$ cat src/cpu_config_params.svh
// constants for the processor configuration register bank
`ifndef CPU_CONFIG_PARAMS_SVH
`define CPU_CONFIG_PARAMS_SVH

// register byte offsets
`define CFG_OFF_VARIANT_A 8'h00
`define CFG_OFF_VARIANT_B 8'h04
`define CFG_OFF_STATUS 8'h08

// field positions
`define CFG_POLICY_LSB 0
`define CFG_DLINE_BIT 4
`define CFG_ILINE_BIT 5
`define CFG_DSIZE_LSB 6
`define CFG_ISIZE_LSB 9
`define CFG_ENDIAN_BIT 15
`define CFG_BUSW_BIT 23
`define CFG_PATTERN_LSB 24
`define CFG_RATIO_LSB 28

// fixed field values
`define CFG_SIZE_CODE_A 3'h2
`define CFG_SIZE_CODE_B 3'h1
`define CFG_LINE_CODE 1'h1
`define CFG_RESERVED_VALUE 32'h00000000
`define CFG_POLICY_RESET 3'h2

// code limits
`define CFG_RATIO_RESERVED 3'h7
`define CFG_PATTERN_LAST 4'h8
`define CFG_RATIO_OFFSET 4'h2

// bus answers
`define AXI_RESP_OKAY 2'h0
`define AXI_RESP_SLVERR 2'h2

`endif

$ cat src/cpu_config_pkg.sv
// types for the processor configuration register bank
`default_nettype none
package cpu_config_pkg;

  typedef enum {SEL_VARIANT_A, SEL_VARIANT_B, SEL_STATUS, SEL_NONE} reg_sel_t;

  typedef struct packed {
    logic [3:0] len;
    logic [7:0] mask;
  } cadence_t;

  typedef struct packed {
    logic awHeld;
    logic [7:0] awAddr;
    logic wHeld;
    logic [31:0] wData;
    logic [3:0] wStrb;
    logic bValid;
    logic [1:0] bResp;
    logic rValid;
    logic [31:0] rData;
    logic [1:0] rResp;
    logic [2:0] clockRatioCode;
    logic [3:0] writebackPattern;
    logic busWidthSelect;
    logic endianSelect;
    logic variantB;
    logic beatIsWord;
    logic [2:0] policyA;
    logic [2:0] policyB;
    logic [3:0] divCount;
    logic sysEn;
    logic [2:0] slotPos;
    logic slotValid;
  } state_t;

endpackage
`default_nettype wire

$ cat src/cpu_configuration_register.sv
// processor configuration register bank with axi4-lite slave
//
// The AXI4-Lite interface to the registers and the register addresses were left to the implementer.
`include "cpu_config_params.svh"
`default_nettype none
module cpu_configuration_register (
  // clock and reset
  input wire logic clk,
  input wire logic rst,
  // axi4-lite write address
  input wire logic awvalid,
  output logic awready,
  input wire logic [7:0] awaddr,
  input wire logic [2:0] awprot,
  // axi4-lite write data
  input wire logic wvalid,
  output logic wready,
  input wire logic [31:0] wdata,
  input wire logic [3:0] wstrb,
  // axi4-lite write response
  output logic bvalid,
  input wire logic bready,
  output logic [1:0] bresp,
  // axi4-lite read address
  input wire logic arvalid,
  output logic arready,
  input wire logic [7:0] araddr,
  input wire logic [2:0] arprot,
  // axi4-lite read data
  output logic rvalid,
  input wire logic rready,
  output logic [31:0] rdata,
  output logic [1:0] rresp,
  // reset-time settings
  input wire logic variantStrap,
  input wire logic [2:0] clockRatioStrap,
  input wire logic [3:0] writebackPatternStrap,
  input wire logic busWidthStrap,
  input wire logic endianStrap,
  // writeback cadence
  input wire logic writebackActive,
  output logic systemClockEnable,
  output logic writebackSlot,
  output logic writebackBeatIsWord,
  // policy to the cache controller
  output logic [2:0] unmappedSegmentCachePolicy
);

  cpu_config_pkg::state_t s_reg;
  cpu_config_pkg::state_t s_next;
  cpu_config_pkg::cadence_t cad;
  cpu_config_pkg::reg_sel_t wrSel;
  cpu_config_pkg::reg_sel_t rdSel;
  logic [3:0] divLimit;
  logic ratioReserved;
  logic patternReserved;
  logic doWrite;

  // unaligned or unknown addresses land on SEL_NONE
  function automatic cpu_config_pkg::reg_sel_t decodeReg(input logic [7:0] addr);
    cpu_config_pkg::reg_sel_t sel;
    sel = cpu_config_pkg::SEL_NONE;
    case (addr)
      `CFG_OFF_VARIANT_A: sel = cpu_config_pkg::SEL_VARIANT_A;
      `CFG_OFF_VARIANT_B: sel = cpu_config_pkg::SEL_VARIANT_B;
      `CFG_OFF_STATUS: sel = cpu_config_pkg::SEL_STATUS;
      default: sel = cpu_config_pkg::SEL_NONE;
    endcase
    return sel;
  endfunction

  // slot masks, bit 0 is the first cycle of the period
  function automatic cpu_config_pkg::cadence_t cadenceOf(input logic isB, input logic [3:0] code);
    cpu_config_pkg::cadence_t c;
    c.len = 4'h1;
    c.mask = 8'h01;
    case (code)
      4'h0: begin
        c.len = 4'h1;
        c.mask = 8'h01;
      end
      4'h1: begin
        c.len = 4'h3;
        c.mask = 8'h03;
      end
      4'h2: begin
        c.len = 4'h4;
        c.mask = 8'h03;
      end
      4'h3: begin
        c.len = 4'h4;
        c.mask = 8'h05;
      end
      4'h4: begin
        c.len = 4'h5;
        c.mask = 8'h03;
      end
      4'h5: begin
        c.len = 4'h6;
        c.mask = 8'h03;
      end
      4'h6: begin
        // variant B spreads this pair over seven cycles
        c.len = isB ? 4'h7 : 4'h6;
        c.mask = 8'h09;
      end
      4'h7: begin
        c.len = 4'h7;
        c.mask = 8'h03;
      end
      4'h8: begin
        c.len = 4'h8;
        c.mask = 8'h11;
      end
      default: begin
        // reserved codes send nothing
        c.len = 4'h1;
        c.mask = 8'h00;
      end
    endcase
    return c;
  endfunction

  // one word for either variant; reserved bits come from a fixed pattern
  function automatic logic [31:0] composeConfig(input cpu_config_pkg::state_t st, input logic isB);
    logic [31:0] v;
    v = `CFG_RESERVED_VALUE;
    v[`CFG_RATIO_LSB +: 3] = st.clockRatioCode;
    v[`CFG_PATTERN_LSB +: 4] = st.writebackPattern;
    v[`CFG_BUSW_BIT] = isB ? st.busWidthSelect : 1'b0;
    v[`CFG_ENDIAN_BIT] = st.endianSelect;
    v[`CFG_ISIZE_LSB +: 3] = isB ? `CFG_SIZE_CODE_B : `CFG_SIZE_CODE_A;
    v[`CFG_DSIZE_LSB +: 3] = isB ? `CFG_SIZE_CODE_B : `CFG_SIZE_CODE_A;
    v[`CFG_ILINE_BIT] = `CFG_LINE_CODE;
    v[`CFG_DLINE_BIT] = `CFG_LINE_CODE;
    v[`CFG_POLICY_LSB +: 3] = isB ? st.policyB : st.policyA;
    return v;
  endfunction

  assign wrSel = decodeReg(s_reg.awAddr);
  assign rdSel = decodeReg(araddr);
  assign cad = cadenceOf(s_reg.variantB, s_reg.writebackPattern);
  assign divLimit = {1'b0, s_reg.clockRatioCode} + `CFG_RATIO_OFFSET;
  assign ratioReserved = s_reg.clockRatioCode == `CFG_RATIO_RESERVED;
  assign patternReserved = s_reg.writebackPattern > `CFG_PATTERN_LAST;

  // one write and one read at a time; refuse new channels until the response drains
  assign awready = !s_reg.awHeld && !s_reg.bValid;
  assign wready = !s_reg.wHeld && !s_reg.bValid;
  assign arready = !s_reg.rValid;
  assign doWrite = s_reg.awHeld && s_reg.wHeld && !s_reg.bValid;

  always_comb begin
    s_next = s_reg;

    // write address and data may arrive in either order
    if (awvalid && awready) begin
      s_next.awHeld = 1'b1;
      s_next.awAddr = awaddr;
    end
    if (wvalid && wready) begin
      s_next.wHeld = 1'b1;
      s_next.wData = wdata;
      s_next.wStrb = wstrb;
    end

    if (s_reg.bValid && bready) begin
      s_next.bValid = 1'b0;
    end

    if (doWrite) begin
      s_next.awHeld = 1'b0;
      s_next.wHeld = 1'b0;
      s_next.bValid = 1'b1;
      s_next.bResp = `AXI_RESP_OKAY;
      case (wrSel)
        cpu_config_pkg::SEL_VARIANT_A: begin
          // only byte lane 0 carries writable bits
          if (s_reg.wStrb[0]) begin
            s_next.policyA = s_reg.wData[`CFG_POLICY_LSB +: 3];
          end
        end
        cpu_config_pkg::SEL_VARIANT_B: begin
          if (s_reg.wStrb[0]) begin
            s_next.policyB = s_reg.wData[`CFG_POLICY_LSB +: 3];
          end
        end
        cpu_config_pkg::SEL_STATUS: begin
          // status is read-only, write accepted and dropped
          s_next.bResp = `AXI_RESP_OKAY;
        end
        default: begin
          s_next.bResp = `AXI_RESP_SLVERR;
        end
      endcase
    end

    // read channel
    if (s_reg.rValid && rready) begin
      s_next.rValid = 1'b0;
    end
    if (arvalid && arready) begin
      s_next.rValid = 1'b1;
      s_next.rResp = `AXI_RESP_OKAY;
      case (rdSel)
        cpu_config_pkg::SEL_VARIANT_A: begin
          s_next.rData = composeConfig(s_reg, 1'b0);
        end
        cpu_config_pkg::SEL_VARIANT_B: begin
          s_next.rData = composeConfig(s_reg, 1'b1);
        end
        cpu_config_pkg::SEL_STATUS: begin
          s_next.rData = {28'h0000000, s_reg.sysEn, s_reg.variantB, patternReserved, ratioReserved};
        end
        default: begin
          s_next.rData = 32'h00000000;
          s_next.rResp = `AXI_RESP_SLVERR;
        end
      endcase
    end

    // system clock divider: one enable every code+2 core cycles
    if (ratioReserved) begin
      // reserved ratio stops the enable rather than guess a rate
      s_next.divCount = 4'h0;
      s_next.sysEn = 1'b0;
    end else if (s_reg.divCount >= divLimit - 4'h1) begin
      s_next.divCount = 4'h0;
      s_next.sysEn = 1'b1;
    end else begin
      s_next.divCount = s_reg.divCount + 4'h1;
      s_next.sysEn = 1'b0;
    end

    // writeback cadence, one slot per system clock
    // word and doubleword beats share the slot masks; width only changes the beat
    if (!writebackActive || patternReserved) begin
      s_next.slotPos = 3'h0;
      s_next.slotValid = 1'b0;
    end else if (s_reg.sysEn) begin
      s_next.slotValid = cad.mask[s_reg.slotPos];
      if ({1'b0, s_reg.slotPos} + 4'h1 >= cad.len) begin
        s_next.slotPos = 3'h0;
      end else begin
        s_next.slotPos = s_reg.slotPos + 3'h1;
      end
    end else begin
      s_next.slotValid = 1'b0;
    end

    // settings are sampled while reset is held and frozen afterwards
    if (rst) begin
      s_next.awHeld = 1'b0;
      s_next.awAddr = 8'h00;
      s_next.wHeld = 1'b0;
      s_next.wData = 32'h00000000;
      s_next.wStrb = 4'h0;
      s_next.bValid = 1'b0;
      s_next.bResp = `AXI_RESP_OKAY;
      s_next.rValid = 1'b0;
      s_next.rData = 32'h00000000;
      s_next.rResp = `AXI_RESP_OKAY;
      s_next.clockRatioCode = clockRatioStrap;
      s_next.writebackPattern = writebackPatternStrap;
      s_next.busWidthSelect = busWidthStrap;
      s_next.endianSelect = endianStrap;
      s_next.variantB = variantStrap;
      s_next.beatIsWord = variantStrap && busWidthStrap;
      // software must still write the policy; this value only avoids unknowns
      s_next.policyA = `CFG_POLICY_RESET;
      s_next.policyB = `CFG_POLICY_RESET;
      s_next.divCount = 4'h0;
      s_next.sysEn = 1'b0;
      s_next.slotPos = 3'h0;
      s_next.slotValid = 1'b0;
    end
  end

  always_ff @(posedge clk) begin
    s_reg <= s_next;
  end

  // bus outputs
  assign bvalid = s_reg.bValid;
  assign bresp = s_reg.bResp;
  assign rvalid = s_reg.rValid;
  assign rdata = s_reg.rData;
  assign rresp = s_reg.rResp;

  // block outputs
  assign systemClockEnable = s_reg.sysEn;
  assign writebackSlot = s_reg.slotValid;
  assign writebackBeatIsWord = s_reg.beatIsWord;
  assign unmappedSegmentCachePolicy = s_reg.variantB ? s_reg.policyB : s_reg.policyA;

endmodule // cpu_configuration_register
`default_nettype wire

$ cat config.mk
export PLATFORM = sky130hd
export DESIGN_NAME = cpu_configuration_register
export DESIGN_NICKNAME = d
export VERILOG_FILES = /design/src/cpu_config_pkg.sv /design/src/cpu_configuration_register.sv
export VERILOG_INCLUDE_DIRS = /design/src
export SDC_FILE = /design/constraint.sdc
export NUM_CORES = 1
export LEC_CHECK = 0
export BUFFER_PORTS_ARGS = -buffer_cell sky130_fd_sc_hd__buf_2
export CORE_MARGIN = 10
export CORE_UTILIZATION = 35
export DETAILED_ROUTE_END_ITERATION = 8
export GPL_TIMING_DRIVEN = 0
export PLACE_DENSITY = 0.71
export REMOVE_ABC_BUFFERS = 1
export SLEW_MARGIN = 10
export SYNTH_ARGS = -nofsm -noshare
export SYNTH_HDL_FRONTEND = slang
export SYNTH_SLANG_ARGS = --single-unit
$ cat constraint.sdc
create_clock -name clk -period 3.8 [get_ports clk]
set_clock_uncertainty 0.05 [all_clocks]
set_input_delay 0.76 -clock clk [delete_from_list [all_inputs] [get_ports clk]]
set_output_delay 0.76 -clock clk [all_outputs]
set_load 0.005 [all_outputs]
==> Word level (Yosys, flattened, before mapping) <==
Cells that the tools add are included.
Widths: inputs -> output; s select.
{ "word_totals": {"reg_bits": 78, "elab_cells": 97, "output_inout_bits": 47, "inputBits": 76} }
{ "classes": {"n_addsub": 5, "n_bitwise": 1, "mux": 16, "n_eq_ne": 17, "magnitude_cmp": 4, "n_reduce_logical": 32} }
{ "ops": {"columns": ["op", "count"], "rows": [
  ["$pmux 12 s9", 1],
  ["$pmux 31 s3", 1],
  ["$eq 32x1->1 const B", 2],
  ["$eq 32x2->1 const B", 2],
  ["$logic_not 32->1", 2],
  ["$mux 35", 1],
  ["$eq 4x3->1 const B", 4],
  ["$eq 8x3->1 const B", 2],
  ["$eq 8x4->1 const B", 2],
  ["$logic_not 8->1", 2],
  ["$pmux 2 s3", 2],
  ["$reduce_or 3->1", 4],
  ["$logic_and 1x1->1", 10],
  ["$mux 3", 3],
  ["$eq 4x2->1 const B", 2],
  ["$ge 4x4->1", 2],
  ["$reduce_and 3->1", 2],
  ["$reduce_or 2->1", 3],
  ["$logic_not 1->1", 5],
  ["$mux 1", 5],
  ["$add 3x1->4 const B", 1],
  ["$add 3x2->4 const B", 1],
  ["$add 4x1->4 const B", 1],
  ["$eq 4x1->1 const B", 1],
  ["12 further kinds", 14]
]} }

==> Logic depth before layout (Yosys ltp) <==
{ "depth": {"depth_word": 6, "mapped_depth": 10, "mapped_depth_nobuf": 9} }

==> Worst setup path before layout <==
No wires, ideal clock.
{ "synth_timing": {"path_kind": "reg2reg", "start": "register s_reg[19] in the netlist's numbering", "end": "register s_reg[3] in the netlist's numbering", "path_buffers": 1, "required_time_ns": 3.664, "arrival_time_ns": 1.949, "period_less_slack_ns": 2.084, "setup_time_ns": 0.086, "path_stages_with_launch": 11, "setup_slack_ns": 1.716, "path_cell_list": "edfxtp_1 buf_6 nand2b_1 nor2_1 a31oi_1 o22a_1 ha_1 nand2b_1 a211oi_1 nor2_1 a211oi_1"} }
{ "synth_between": {"elab_chain_cells": 4, "word_cells_on_any_way": 15, "classes_between": "order compare: 2; eq/ne: 8; mux: 2; reduce/logical: 3"} }
{ "synth_rtl": {"columns": ["element", "line_no", "rtl"], "rows": [
  ["from (decl)", "cpu_configuration_register.sv:49", "cpu_config_pkg::state_t s_reg;"],
  ["from (signal assigned)", "cpu_configuration_register.sv:280", "s_reg <= s_next;"],
  ["$eq 4x4->1, or another cell as far along", "cpu_configuration_register.sv:77", "case (code)"],
  ["$pmux 12 s9", "cpu_configuration_register.sv:77", null],
  ["$ge 4x4->1", "cpu_configuration_register.sv:242", "if ({1'b0, s_reg.slotPos} + 4'h1 >= cad.len) begin"],
  ["$mux 3", "cpu_configuration_register.sv:242", null]
]} }
Several ways; a longest one is shown, not always the timed one.
A chain may end at the register's enable or synchronous reset.

==> Worst setup path in the final report <==
Ends and elaborated chain as after synthesis.

==> impl_metrics.tcl <==
set metrics [dict create \
    grt_overflow 0 \
    synth-async-reset-ratio_pct 0 \
    rr_startpoint "s_reg[19]" \
    drv_slew 0 \
    cts_root_buffer "clkbuf_8" \
    grt_pass1_vias 2182 \
    netlist_area_mm2 0.00295 \
    clk_latency_ns 0.33 \
    cts_hold_buf 0 \
    p_leak_nw 1.46 \
    critPathKind "reg2reg" \
    drc 0 \
    n_antenna_cell 0 \
    worstPathMaxFanout 10 \
    holdWs_ns 0.396 \
    areaGrowthSynthToFinish_pct 12.9 \
    core_area_mm2 0.00822 \
    routabilityCongestion 0.785 \
    synth_seq_cells 60 \
    max_cap_viol_count 0 \
    grt_pass1_wl_um 10900 \
    dr.pass1.iters 6 \
    power.switching_mw 0.360 \
    power.share.switching_pct 25.6 \
    clk_path_buf_depth 2 \
    io_pins 123 \
    slowest_stage "edfxtp_1" \
    ir_drop_mv 0.143 \
    p_seq_share_pct 50.6 \
    run_status "finished clean" \
    arrival_ns 2.48 \
    finalPower_mw 1.41 \
    portBuffers 69 \
    ant_nets 0 \
    nFillCells 827 \
    timing.critical_path.to_type "flip-flop" \
    die_h_um 112 \
    fin_crit_sh_pct 60.0 \
    nets 451 \
    yosysUniqueCellTypes 51 \
    synth.area.top_cells "dfxtp_1 (33%), edfxtp_1 (11%), buf_4 (9.2%)" \
    worst_pin_slew_ns 1.03 \
    grt_max_degree 48 \
    reg2reg_to "s_reg[3]" \
    hp-start "rdata[28]" \
    whs_path_depth 2 \
    worstSetupStartpointType "flip-flop" \
    yosysTopAreaCell "dfxtp_1" \
    clock_sinks 60 \
    synth_common_cells "dfxtp_1 (49), buf_4 (36), nor2_1 (32), nand2_1 (30), a21oi_1 (22)" \
    setup_viol 0 \
    fmax_ghz 0.439 \
    vias 2238 \
    cts_max_level 3 \
    hold_viol_final 0 \
    hold_path_class "reg2reg" \
    dieArea_mm2 0.0125 \
    vias_per_cell 4.73 \
    reg2reg_slack_ns 1.52 \
    cts_setup_buffers 0 \
    rr_worst_depth 9 \
    clockPowerShare_pct 38.4 \
    p_comb_share_pct 11.0 \
    slowest_delay_ns 0.51 \
    p_int_mw 1.05 \
    drtIter0Drc 77 \
    synth_edf_count 11 \
    min_period_ns 2.28 \
    path_cells "nand2b_1 > nor2_1 > a31oi_1 > o22a_1 > ha_1 > nand2b_1 > a211oi_1 > nor2_1 > a211oi_1" \
    synthCells 320 \
    cp_top_family "compound AO/OA/AOI/OAI gates" \
    cp_data_required_time_ns 4.00 \
    rsz0062_at_grt "no" \
    largest_reg_flops 37 \
    die_x_um 112 \
    grt_antenna_before_repair 0 \
    cts_tree "yes" \
    grt_usage_pct 10.5 \
    cts_resized 0 \
    wirelength_um 6670 \
    syn_avg_cell_area_um2 9.22 \
    clk_transition_reported_paths_ns 0.07 \
    crit_buf_inv 0 \
    fin_area_mm2 0.00333 \
    maxSlewHeadroom_pct 31.0 \
    start_util_pct 35.9 \
    synth.most_common_cell "dfxtp_1" \
    seq_area_frac_synth_pct 44.5 \
    min_to "rdata[28]" \
    layout-drive-gt1-share_pct 23.9 \
    synth_top_area_share_pct 33.3 \
    row_count 33 \
    synth_ff_type "dfxtp_1" \
    placement.cell_area_mm2 0.00314 \
    wl_per_cell_um 14.1 \
    setup_tns_ns 0 \
    cts_made_buffers 9 \
    hpwl_um 5080 \
    synth_warnings 0 \
    power_density_mw_per_mm2 424 \
]
[per-stage QoR]
stage,setup slack (ns),instances,utilization (%)
3_3_place_gp,1.33,457,38.3
6_report,1.52,473,40.5
5_1_grt,1.30,473,40.5
3_5_place_dp,1.31,457,38.3
4_1_cts,1.51,473,40.5
2_1_floorplan,1.70,283,-
[cell type report]
type / instances / area, um^2 / share of cell area, %
flip-flops and latches: 60 / 1310 / 39.4
multi-input cells: 215 / 1330 / 39.8
repair buffers: 69 / 345 / 10.4
clock inverters: 5 / 52.6 / 1.58
well taps: 105 / 131 / 3.95
clock buffers: 11 / 131 / 3.95
inverters: 8 / 30.0 / 0.902
[power groups by stage]
stage | Clock (mW) | Combinational, mW | Sequential [mW]
global route | 0.595 | 0.179 | 0.719
CTS | 0.563 | 0.156 | 0.713
global placement | 0 | 0.150 | 0.726
floorplan | 0 | 0.0957 | 0.718
detailed placement | 0 | 0.156 | 0.727
finish | 0.542 | 0.155 | 0.713
[cell usage in the layout (no fill, tap or decap), types with 3 or more instances in the layout]
cell	netlist	final
dfxtp_1	49	49
mux2_2	3	3
ha_1	12	12
nor2_1	32	32
a22o_1	7	7
buf_2	0	69
conb_1	1	15
nand4b_1	3	3
a211oi_1	4	4
a21oi_1	22	22
and2_1	3	3
clkinv_2	0	3
nand3_1	5	5
mux2i_1	12	12
o21ai_1	9	9
edfxtp_1	11	11
o21ai_0	8	8
clkbuf_8	0	9
nand2b_1	12	12
nand2_1	30	30
inv_1	8	8
nor2b_1	4	4
[worst max path at each step]
stage	from	endpoint	cells past startpoint
after floorplan	s_reg[19]	s_reg[3]	9
after global placement	rst	rdata[24]	3
after detailed placement	rst	rdata[30]	3
after CTS	s_reg[19]	s_reg[3]	9
after global routing	s_reg[20]	s_reg[3]	9
final	s_reg[19]	s_reg[3]	9
[cell families (layout without fill, tap and decap cells)]
kind of cell,count (synthesis),after routing,share of synthesized area (%)
compound gates,62,62,13.1
xor+xnor,3,3,0.891
fa+ha+maj,12,12,5.09
buf+inv,59,93,12.3
flops,60,60,44.5
mux,15,15,5.22
other cells,1,15,0.127
simple gates,108,108,18.8
[tightest hold or removal path, cell delays in order (launching register included)]
cell	delay, ns
dfxtp_1	0.31
nand2_1	0.05
o21ai_1	0.05
[metal layers]
metal	share of wire [%]	vias to the layer above	track usage, %
li1	-	1145	-
met3	6.7	4	4.46
met4	0.63	0	3.86
met2	48	59	16.8
met1	45	1030	12.2
met5	0	-	0
No activity file was read; power rests on OpenSTA's default activity.
